--- src/arith_shift_alu8_pkg.sv ---
// Constants, operation codes and operand forms of the eight-bit arithmetic and shift datapath
package arith_shift_alu8_pkg;

  // ==========================================================================
  // Widths
  // ==========================================================================
  localparam int DATA_W   = 8;
  localparam int NIBBLE_W = 4;
  localparam int FLAG_W   = 4;

  // ==========================================================================
  // Flag vector bit positions (flag_load_data layout)
  // ==========================================================================
  localparam int FLAG_Z_POS   = 0;
  localparam int FLAG_C_POS   = 1;
  localparam int FLAG_NIB_POS = 2;
  localparam int FLAG_RNG_POS = 3;

  // ==========================================================================
  // Reset values and fixed operands
  // ==========================================================================
  localparam logic [DATA_W-1:0] WREG_RESET = 8'h00;
  localparam logic [FLAG_W-1:0] FLAG_RESET = 4'h0;
  localparam logic [DATA_W-1:0] BYTE_ZERO  = 8'h00;
  localparam logic [DATA_W-1:0] BYTE_ONE   = 8'h01;

  // ==========================================================================
  // Operation codes
  // ==========================================================================
  typedef enum logic [3:0] {
    OP_NOP   = 4'b0000,
    OP_ADD   = 4'b0001,
    OP_ADDC  = 4'b0010,
    OP_NADD  = 4'b0011,
    OP_SUB   = 4'b0100,
    OP_SUBC  = 4'b0101,
    OP_INC   = 4'b0110,
    OP_DEC   = 4'b0111,
    OP_CLEAR = 4'b1000,
    OP_SHR   = 4'b1001,
    OP_SRC   = 4'b1010,
    OP_SHL   = 4'b1011,
    OP_SLC   = 4'b1100,
    OP_SWAP  = 4'b1101
  } alu_op_e;

  // ==========================================================================
  // Operand forms: first letter is the destination
  // ==========================================================================
  typedef enum logic [2:0] {
    FORM_A_I = 3'b000,
    FORM_A_M = 3'b001,
    FORM_M_A = 3'b010,
    FORM_A   = 3'b011,
    FORM_M   = 3'b100
  } alu_form_e;

endpackage

--- src/ripple_add8.sv ---
// Eight-bit ripple adder with carry, nibble carry and signed overflow outputs
`timescale 1ns/1ps

module ripple_add8
  import arith_shift_alu8_pkg::*;
(
  input  wire logic [DATA_W-1:0] add_a,
  input  wire logic [DATA_W-1:0] add_b,
  input  wire logic              add_cin,
  output logic      [DATA_W-1:0] add_sum,
  output logic                   add_cout,
  output logic                   add_nibble_cout,
  output logic                   add_overflow
);

  logic [DATA_W:0] carry;

  assign carry[0] = add_cin;

  // ==========================================================================
  // Full-adder chain
  // ==========================================================================
  genvar i;
  generate
    for (i = 0; i < DATA_W; i = i + 1)
    begin : g_bit
      assign add_sum[i]   = add_a[i] ^ add_b[i] ^ carry[i];
      assign carry[i + 1] = (add_a[i] & add_b[i]) | (carry[i] & (add_a[i] ^ add_b[i]));
    end
  endgenerate

  assign add_cout        = carry[DATA_W];
  assign add_nibble_cout = carry[NIBBLE_W];
  // Signed overflow when carries into and out of the sign bit differ
  assign add_overflow    = carry[DATA_W] ^ carry[DATA_W-1];

endmodule

--- src/arith_shift_alu8.sv ---
// Eight-bit arithmetic and shift datapath with working register and four flags
`timescale 1ns/1ps

// Function
// - Add immediate to working register, flags updated
// - Add memory byte, result to register or memory
// - Add register, memory and ripple bit
// - Add ripple bit alone to one operand
// - Register gets memory minus register
// - Memory gets register minus memory
// - Subtract immediate from working register
// - Subtract memory byte from working register
// - Memory gets memory minus working register
// - Register minus memory minus ripple bit
// - Memory minus register minus ripple bit
// - Subtract ripple bit alone from one operand
// - Increment memory byte, flags updated
// - Decrement memory byte, flags updated
// - Clear memory byte, flags untouched
// - Logical right shift, bit 0 to ripple
// - Rotate right through ripple bit
// - Logical left shift, bit 7 to ripple
// - Rotate left through ripple bit
// - Swap register nibbles, flags untouched
// - Ripple flag means borrow on subtraction
module arith_shift_alu8
  import arith_shift_alu8_pkg::*;
(
  input  wire logic              clk,
  input  wire logic              rstn,
  input  wire logic              op_valid,
  input  wire alu_op_e           op_code,
  input  wire alu_form_e         op_form,
  input  wire logic [DATA_W-1:0] imm_data,
  input  wire logic [DATA_W-1:0] mem_rd_data,
  input  wire logic              wreg_load,
  input  wire logic [DATA_W-1:0] wreg_load_data,
  input  wire logic              flag_load,
  input  wire logic [FLAG_W-1:0] flag_load_data,
  output logic      [DATA_W-1:0] working_register_q,
  output logic                   zero_flag_q,
  output logic                   ripple_flag_q,
  output logic                   nibble_ripple_flag_q,
  output logic                   signed_range_flag_q,
  output logic                   mem_wr_en_q,
  output logic      [DATA_W-1:0] mem_wr_data_q,
  output logic                   op_done_q
);

  // ==========================================================================
  // Decode helpers
  // ==========================================================================
  function automatic logic op_is_sub(input alu_op_e op);
    op_is_sub = (op == OP_SUB) || (op == OP_SUBC) || (op == OP_NADD) || (op == OP_DEC);
  endfunction

  function automatic logic op_is_arith(input alu_op_e op);
    op_is_arith = (op == OP_ADD) || (op == OP_ADDC) || (op == OP_NADD) || (op == OP_SUB) ||
                  (op == OP_SUBC) || (op == OP_INC) || (op == OP_DEC);
  endfunction

  function automatic logic op_is_shift(input alu_op_e op);
    op_is_shift = (op == OP_SHR) || (op == OP_SRC) || (op == OP_SHL) || (op == OP_SLC);
  endfunction

  function automatic logic form_is_single(input alu_form_e form);
    form_is_single = (form == FORM_A) || (form == FORM_M);
  endfunction

  // ==========================================================================
  // Operation classification
  // ==========================================================================
  logic arith_op;
  logic shift_op;
  logic sub_mode;
  logic with_ripple;
  logic fixed_mem_op;
  logic unit_op;
  logic single_form;
  logic target_is_mem;
  logic swap_roles;
  logic known_op;

  assign arith_op     = op_is_arith(op_code);
  assign shift_op     = op_is_shift(op_code);
  assign sub_mode     = op_is_sub(op_code);
  assign with_ripple  = (op_code == OP_ADDC) || (op_code == OP_SUBC);
  assign fixed_mem_op = (op_code == OP_INC) || (op_code == OP_DEC) || (op_code == OP_CLEAR);
  assign unit_op      = (op_code == OP_INC) || (op_code == OP_DEC);
  assign single_form  = form_is_single(op_form);
  assign known_op     = arith_op || shift_op || (op_code == OP_CLEAR) || (op_code == OP_SWAP);

  // Swap always targets the working register; inc, dec and clear always memory
  assign target_is_mem = fixed_mem_op ||
                         ((op_code != OP_SWAP) && ((op_form == FORM_M) || (op_form == FORM_M_A)));

  // Forms whose minuend is the memory byte rather than the working register
  assign swap_roles = (((op_code == OP_SUB) || (op_code == OP_SUBC)) && (op_form == FORM_M_A)) ||
                      ((op_code == OP_NADD) && (op_form == FORM_A_M));

  // ==========================================================================
  // Operand selection
  // ==========================================================================
  logic [DATA_W-1:0] target_val;
  logic [DATA_W-1:0] second_val;
  logic [DATA_W-1:0] p_val;
  logic [DATA_W-1:0] q_val;
  logic [DATA_W-1:0] b_val;
  logic              carry_in;

  assign target_val = target_is_mem ? mem_rd_data : working_register_q;
  assign second_val = (op_form == FORM_A_I) ? imm_data : mem_rd_data;

  assign p_val = (unit_op || single_form) ? target_val :
                 swap_roles               ? mem_rd_data :
                                            working_register_q;

  assign q_val = unit_op     ? BYTE_ONE :
                 single_form ? BYTE_ZERO :
                 swap_roles  ? working_register_q :
                               second_val;

  // Subtraction adds the two's complement of the subtrahend
  assign b_val = sub_mode ? ~q_val : q_val;

  // Ripple-in: plain add 0, plain subtract 1, with-ripple add C or subtract C
  assign carry_in = !with_ripple ? sub_mode :
                    sub_mode     ? ~ripple_flag_q :
                                   ripple_flag_q;

  // ==========================================================================
  // Adder
  // ==========================================================================
  logic [DATA_W-1:0] sum_val;
  logic              sum_cout;
  logic              sum_nibble_cout;
  logic              sum_overflow;

  ripple_add8 u_add (
    .add_a           (p_val),
    .add_b           (b_val),
    .add_cin         (carry_in),
    .add_sum         (sum_val),
    .add_cout        (sum_cout),
    .add_nibble_cout (sum_nibble_cout),
    .add_overflow    (sum_overflow)
  );

  // ==========================================================================
  // Arithmetic flags
  // ==========================================================================
  logic arith_zero;
  logic arith_ripple;
  logic arith_nibble;

  assign arith_zero   = (sum_val == BYTE_ZERO);
  // Carry out is inverted on subtraction so the flag reads as a borrow
  assign arith_ripple = sum_cout ^ sub_mode;
  assign arith_nibble = sum_nibble_cout ^ sub_mode;

  // ==========================================================================
  // Shift unit
  // ==========================================================================
  logic [DATA_W-1:0] shift_val;
  logic              shift_ripple;
  logic              shift_right;

  assign shift_right = (op_code == OP_SHR) || (op_code == OP_SRC);

  assign shift_val = (op_code == OP_SHR) ? {1'b0, target_val[DATA_W-1:1]} :
                     (op_code == OP_SRC) ? {ripple_flag_q, target_val[DATA_W-1:1]} :
                     (op_code == OP_SHL) ? {target_val[DATA_W-2:0], 1'b0} :
                                           {target_val[DATA_W-2:0], ripple_flag_q};

  assign shift_ripple = shift_right ? target_val[0] :
                                      target_val[DATA_W-1];

  // ==========================================================================
  // Result selection
  // ==========================================================================
  logic [DATA_W-1:0] swap_val;
  logic [DATA_W-1:0] result_val;

  assign swap_val = {working_register_q[NIBBLE_W-1:0], working_register_q[DATA_W-1:NIBBLE_W]};

  assign result_val = arith_op              ? sum_val :
                      shift_op              ? shift_val :
                      (op_code == OP_SWAP)  ? swap_val :
                                              BYTE_ZERO;

  // ==========================================================================
  // Write enables
  // ==========================================================================
  logic do_op;
  logic wreg_write;
  logic mem_write;
  logic flags_all_write;
  logic ripple_only_write;

  assign do_op             = op_valid && known_op;
  assign wreg_write        = do_op && !target_is_mem;
  assign mem_write         = do_op && target_is_mem;
  assign flags_all_write   = do_op && arith_op;
  assign ripple_only_write = do_op && shift_op;

  // ==========================================================================
  // Direct loads: register load blocked by a register write, flag load by any accepted operation
  // ==========================================================================
  logic wreg_take;
  logic flag_take;

  assign wreg_take = wreg_load && !wreg_write;
  assign flag_take = flag_load && !do_op;

  // ==========================================================================
  // Next-state values
  // ==========================================================================
  logic [DATA_W-1:0] wreg_d;
  logic              zero_d;
  logic              ripple_d;
  logic              nibble_d;
  logic              range_d;

  // An operation wins over a simultaneous direct load
  assign wreg_d = wreg_write ? result_val :
                  wreg_take  ? wreg_load_data :
                               working_register_q;

  // Clear and swap fall through to hold; shifts touch only the ripple flag
  assign zero_d   = flags_all_write ? arith_zero :
                    flag_take       ? flag_load_data[FLAG_Z_POS] :
                                      zero_flag_q;

  assign ripple_d = flags_all_write   ? arith_ripple :
                    ripple_only_write ? shift_ripple :
                    flag_take         ? flag_load_data[FLAG_C_POS] :
                                        ripple_flag_q;

  assign nibble_d = flags_all_write ? arith_nibble :
                    flag_take       ? flag_load_data[FLAG_NIB_POS] :
                                      nibble_ripple_flag_q;

  assign range_d  = flags_all_write ? sum_overflow :
                    flag_take       ? flag_load_data[FLAG_RNG_POS] :
                                      signed_range_flag_q;

  // ==========================================================================
  // Working register
  // ==========================================================================
  always_ff @(posedge clk)
  begin
    if (!rstn)
    begin
      working_register_q <= WREG_RESET;
    end
    else
    begin
      working_register_q <= wreg_d;
    end
  end

  // ==========================================================================
  // Flag register
  // ==========================================================================
  always_ff @(posedge clk)
  begin
    if (!rstn)
    begin
      zero_flag_q          <= FLAG_RESET[FLAG_Z_POS];
      ripple_flag_q        <= FLAG_RESET[FLAG_C_POS];
      nibble_ripple_flag_q <= FLAG_RESET[FLAG_NIB_POS];
      signed_range_flag_q  <= FLAG_RESET[FLAG_RNG_POS];
    end
    else
    begin
      zero_flag_q          <= zero_d;
      ripple_flag_q        <= ripple_d;
      nibble_ripple_flag_q <= nibble_d;
      signed_range_flag_q  <= range_d;
    end
  end

  // ==========================================================================
  // Memory write-back and completion strobe
  // ==========================================================================
  always_ff @(posedge clk)
  begin
    if (!rstn)
    begin
      mem_wr_en_q   <= 1'b0;
      mem_wr_data_q <= BYTE_ZERO;
      op_done_q     <= 1'b0;
    end
    else
    begin
      mem_wr_en_q   <= mem_write;
      mem_wr_data_q <= mem_write ? result_val : mem_wr_data_q;
      op_done_q     <= do_op;
    end
  end

endmodule

--- config.mk ---
export PLATFORM = sky130hd
export DESIGN_NAME = arith_shift_alu8
export DESIGN_NICKNAME = d
export VERILOG_FILES = /design/src/arith_shift_alu8_pkg.sv /design/src/ripple_add8.sv /design/src/arith_shift_alu8.sv
export SDC_FILE = /design/constraint.sdc
export NUM_CORES = 1
export LEC_CHECK = 0
export ABC_AREA = 1
export BUFFER_PORTS_ARGS = -buffer_cell sky130_fd_sc_hd__clkbuf_2
export CAP_MARGIN = 15
export CORE_UTILIZATION = 33
export DETAILED_ROUTE_END_ITERATION = 10
export MAX_ROUTING_LAYER = met4
export PLACE_DENSITY = 0.57
export SYNTH_ARGS = -nofsm -noshare
export SYNTH_HDL_FRONTEND = slang
export SYNTH_SLANG_ARGS = --single-unit
--- constraint.sdc ---
create_clock -name clk -period 5.9 [get_ports clk]
set_clock_uncertainty 0.15 [all_clocks]
set_input_delay 0.295 -clock clk [delete_from_list [all_inputs] [get_ports clk]]
set_output_delay 0.295 -clock clk [all_outputs]
set_load 0.005 [all_outputs]
==> impl_metrics.xml <==
<?xml version="1.0" encoding="UTF-8"?>
<metrics>
  <group name="sta">
    <metric name="timing.final.setup_violations" unit="">0</metric>
    <metric name="final.setup.tns" unit="ns">0</metric>
    <metric name="finalHoldViolCount" unit="">0</metric>
    <metric name="grt_setup_unrepaired" unit="">no</metric>
    <metric name="hold_ws" unit="ns">0.127</metric>
    <metric name="finalCriticalPeriod" unit="ns">5.37</metric>
    <metric name="post-route-period-util" unit="">0.910</metric>
    <metric name="worst-slew-pin-transition" unit="ns">0.482</metric>
    <metric name="max_freq" unit="MHz">186</metric>
    <metric name="slew_viol_final" unit="">0</metric>
    <metric name="timing.slew.headroom" unit="">0.679</metric>
  </group>
  <group name="outcome">
    <metric name="outcome" unit="">complete, but fails checks</metric>
    <metric name="failed_checks" unit="">design-rule violations</metric>
  </group>
  <group name="critical_path">
    <metric name="cp.required" unit="ns">5.95</metric>
    <metric name="ff2ff_path_depth" unit="">20</metric>
    <metric name="critPathLaunchType" unit="">input port</metric>
    <metric name="rrSetupSlack" unit="ns">0.72</metric>
    <metric name="critPathCaptureType" unit="">register</metric>
    <metric name="r2r_start" unit="">working_register_q[0]</metric>
    <metric name="setup.worst_path.class" unit="">input port to register</metric>
    <metric name="worst_r2r_endpoint" unit="">zero_flag_q</metric>
    <metric name="crit_arrival" unit="ns">5.42</metric>
    <metric name="cp_max_fo" unit="">6</metric>
  </group>
  <group name="final_layout">
    <metric name="fillerInstances" unit="">705</metric>
    <metric name="final_layout_size_suffix_gt1_frac" unit="">0.227</metric>
    <metric name="layout.nets" unit="">472</metric>
    <metric name="seq_area" unit="sq um">440</metric>
    <metric name="syn_to_final_growth" unit="%">21.7</metric>
    <metric name="fin_area" unit="sq um">2720</metric>
    <metric name="multi_input_area" unit="sq um">1590</metric>
    <metric name="insertedDiodeCount" unit="">0</metric>
  </group>
  <group name="yosys">
    <metric name="post_synth.cell_area_avg" unit="sq um">6.28</metric>
    <metric name="netlist_area_pre_place" unit="sq um">2230</metric>
    <metric name="postSynthCellCount" unit="">355</metric>
    <metric name="async_flop_share" unit="">0</metric>
    <metric name="yosysMostFrequentCell" unit="">nand2_1</metric>
    <metric name="synth_edf_count" unit="">0</metric>
    <metric name="synth.cells.most_frequent" unit="">nand2_1, nand3_1, inv_1</metric>
    <metric name="synth_sequential_area_ratio" unit="">0.197</metric>
    <metric name="mappedNetlistNets" unit="">403</metric>
    <metric name="synthDominantCellAreaShare" unit="">0.197</metric>
    <metric name="synth_flop_cell" unit="">dfxtp_1</metric>
    <metric name="synth_top_area_cell" unit="">dfxtp_1</metric>
    <metric name="ys_types" unit="">33</metric>
    <metric name="ys_seq_elements" unit="">22</metric>
    <metric name="yosys-top-cells-area" unit="">dfxtp_1, nand2_1, nand3_1</metric>
    <metric name="synth.yosys.warnings" unit="">0</metric>
  </group>
  <group name="die">
    <metric name="fp.dieArea" unit="sq um">7090</metric>
    <metric name="floorplan.initialDensity" unit="">0.347</metric>
    <metric name="std_cell_rows" unit="">29</metric>
    <metric name="boundaryPins" unit="">62</metric>
    <metric name="die_height" unit="um">84.2</metric>
    <metric name="die_w" unit="um">84.2</metric>
    <metric name="design.core.area" unit="sq um">6420</metric>
  </group>
  <group name="power">
    <metric name="switching_power" unit="uW">223</metric>
    <metric name="power.switching_fraction" unit="">0.406</metric>
    <metric name="leakage" unit="nW">1.35</metric>
    <metric name="pwr-share-clk" unit="">0.199</metric>
    <metric name="vdd_drop_max" unit="V">0.000137</metric>
    <metric name="seqPwrFrac" unit="">0.323</metric>
    <metric name="fraction_of_power_consumed_by_combinational_cells" unit="">0.478</metric>
    <metric name="power_density" unit="nW/um^2">203</metric>
    <metric name="p_int" unit="uW">327</metric>
  </group>
  <group name="clock_tree">
    <metric name="clock_tree.root_cell" unit="">clkbuf_8</metric>
    <metric name="cts-buffers-inserted" unit="">3</metric>
    <metric name="ctsLongestPathBuffers" unit="">2</metric>
    <metric name="clkSinkCount" unit="">22</metric>
    <metric name="clk_lat_worst_skew" unit="ns">0.26</metric>
    <metric name="buffers_inserted_by_post_cts_timing_repair" unit="">0</metric>
    <metric name="ctsHtreeMaxLevel" unit="">1</metric>
    <metric name="path_clk_slew" unit="ns">0.08</metric>
    <metric name="cts_tree" unit="">done</metric>
  </group>
  <group name="detailed_routing">
    <metric name="count_of_vias_placed_by_the_detailed_router" unit="">2539</metric>
    <metric name="vias_per_inst" unit="">5.08</metric>
    <metric name="postRouteWirelength" unit="um">7120</metric>
    <metric name="post-route-drc-count" unit="">8</metric>
    <metric name="drt_first_iter_violations" unit="">118</metric>
    <metric name="detail_route.first_pass.iterations" unit="">7</metric>
    <metric name="detail-route-antenna-nets" unit="">0</metric>
    <metric name="wl_per_cell" unit="um">14.2</metric>
  </group>
  <group name="min_path">
    <metric name="min_delay_path_depth" unit="">3</metric>
    <metric name="hold_crit_class" unit="">input port to register</metric>
    <metric name="worst_hold_startpoint" unit="">flag_load_data[2]</metric>
    <metric name="min_to" unit="">nibble_ripple_flag_q</metric>
  </group>
  <group name="global_route">
    <metric name="initial_antenna_violation_count" unit="">0</metric>
    <metric name="via_count_of_the_first_global_routing_pass" unit="">2454</metric>
    <metric name="grtUsageTotal" unit="">0.217</metric>
    <metric name="overflow" unit="">0</metric>
    <metric name="grt_pass1_wl" unit="um">12000</metric>
    <metric name="grt_start_max_net_pins" unit="">23</metric>
  </group>
  <group name="placement">
    <metric name="global_placer_s_final_weighted_congestion" unit="">0.942</metric>
    <metric name="detailed_place_hpwl" unit="um">5840</metric>
    <metric name="area_post_placement" unit="sq um">2660</metric>
    <metric name="portBuffers" unit="">61</metric>
  </group>
  <group name="job">
    <metric name="max_cap_viol_count" unit="">0</metric>
  </group>
</metrics>
==> worst max-delay path, cell delays in order <==
cell and delay (ns):
clkbuf_2 0.13, inv_1 0.10, nand2_1 0.10, nor2_2 0.13, nand4_1 0.11, nand2_2 0.09
inv_2 0.04, nor2_1 0.08, nor2_1 0.05, nand2_1 0.06, o21ai_0 0.09, xor2_1 0.20
fa_1 0.19, inv_1 0.05, fa_1 0.44, fa_1 0.47, fa_1 0.47, inv_1 0.11
fa_1 0.17, inv_1 0.06, fa_1 0.44, fa_1 0.48, fa_1 0.46, nand3b_1 0.17
nor3_1 0.19, a21oi_1 0.06, a21oi_1 0.15
==> per-layer routing <==
metal	vias up	global-route usage	part of all wire
li1	1331	-	-
met1	1129	0.291	0.47
met2	73	0.358	0.46
met3	6	0.0285	0.060
met4	0	0.0298	0.0077
met5	-	-	0
==> registers in the layout, summed over array words and instances, names as in the netlist <==
signal and count:
mem_wr_data_q 8, working_register_q 8, mem_wr_en_q 1, nibble_ripple_flag_q 1
op_done_q 1, ripple_flag_q 1, signed_range_flag_q 1, zero_flag_q 1
==> logic make-up after synthesis <==
kind of cell,count (synthesis),synth area share
XOR/XNOR,11,0.0432
flip-flops,22,0.197
AO/OA/AOI/OAI,84,0.215
adder cells (fa/ha/maj),8,0.0718
AND/OR/NAND/NOR,181,0.380
buffers and inverters,49,0.0931
==> layout by cell type, fill, tap and decap left out <==
| master | instances |
|---|---|
| nand4_4 | 1 |
| nor2_2 | 2 |
| inv_2 | 2 |
| inv_1 | 39 |
| xnor2_1 | 1 |
| o21ai_0 | 34 |
| nor2_4 | 2 |
| a31oi_1 | 4 |
| nand3_1 | 57 |
| buf_4 | 10 |
| nand2_1 | 78 |
| xor2_1 | 10 |
| nor2_1 | 25 |
| a21oi_1 | 25 |
| o211ai_1 | 8 |
| nand4_1 | 1 |
| clkbuf_8 | 4 |
| fa_1 | 8 |
| o21ai_2 | 4 |
| nand2_2 | 3 |
| clkinv_1 | 1 |
| dfxtp_1 | 22 |
| clkbuf_2 | 61 |
| or2_2 | 2 |
| nand3b_1 | 2 |
| nor3_1 | 4 |
| o21ai_1 | 5 |
| nand2_4 | 1 |
| a21oi_4 | 1 |
| o21bai_1 | 3 |
| nand3_2 | 2 |
| nand3_4 | 1 |
==> what timing repair did <==
action	in CTS	in global routing
gates resized for setup	0	1
hold buffers	0	0
endpoints found under the hold margin	0	0
setup endpoints to repair	0	1
==> through the flow <==
step | worst slack [ns] | power, mW | util | instances
2_1_floorplan | 0.542 | 0.350 | - | 355
3_3_place_gp | 0.327 | 0.443 | 0.414 | 496
3_5_place_dp | 0.231 | 0.443 | 0.414 | 496
4_1_cts | 0.504 | 0.553 | 0.422 | 500
5_1_grt | 0.0281 | 0.598 | 0.423 | 500
6_report | 0.531 | 0.550 | 0.423 | 500
==> power groups by stage <==
stage               clock network (mW)  registers (mW)  logic [mW]
CTS                              0.113           0.178       0.263
finish                           0.110           0.178       0.263
global route                     0.119           0.180       0.299
detailed placement                   0           0.181       0.262
floorplan                            0           0.177       0.173
global placement                     0           0.181       0.262
==> worst max path at each step <==
| stage | start | to | slack, ns | depth (start not counted) |
|---|---|---|---|---|
| 2_1_floorplan | op_form[2] | zero_flag_q | 0.54 | 25 |
| 4_1_cts | op_code[3] | zero_flag_q | 0.50 | 27 |
| 6_report | op_code[3] | zero_flag_q | 0.53 | 27 |
| 5_1_grt | op_code[3] | zero_flag_q | 0.03 | 26 |
| 3_3_place_gp | op_code[3] | zero_flag_q | 0.33 | 27 |
| 3_5_place_dp | op_code[3] | zero_flag_q | 0.23 | 27 |
==> cell type report <==
| cell class | count | area share |
|---|---|---|
| timing repair buffer | 71 | 0.140 |
| clock buffer | 4 | 0.0203 |
| inverter | 42 | 0.0581 |
| multi-input combinational | 284 | 0.584 |
| sequential | 22 | 0.162 |
| tap | 77 | 0.0355 |
No activity file was read; power rests on OpenSTA's default activity.
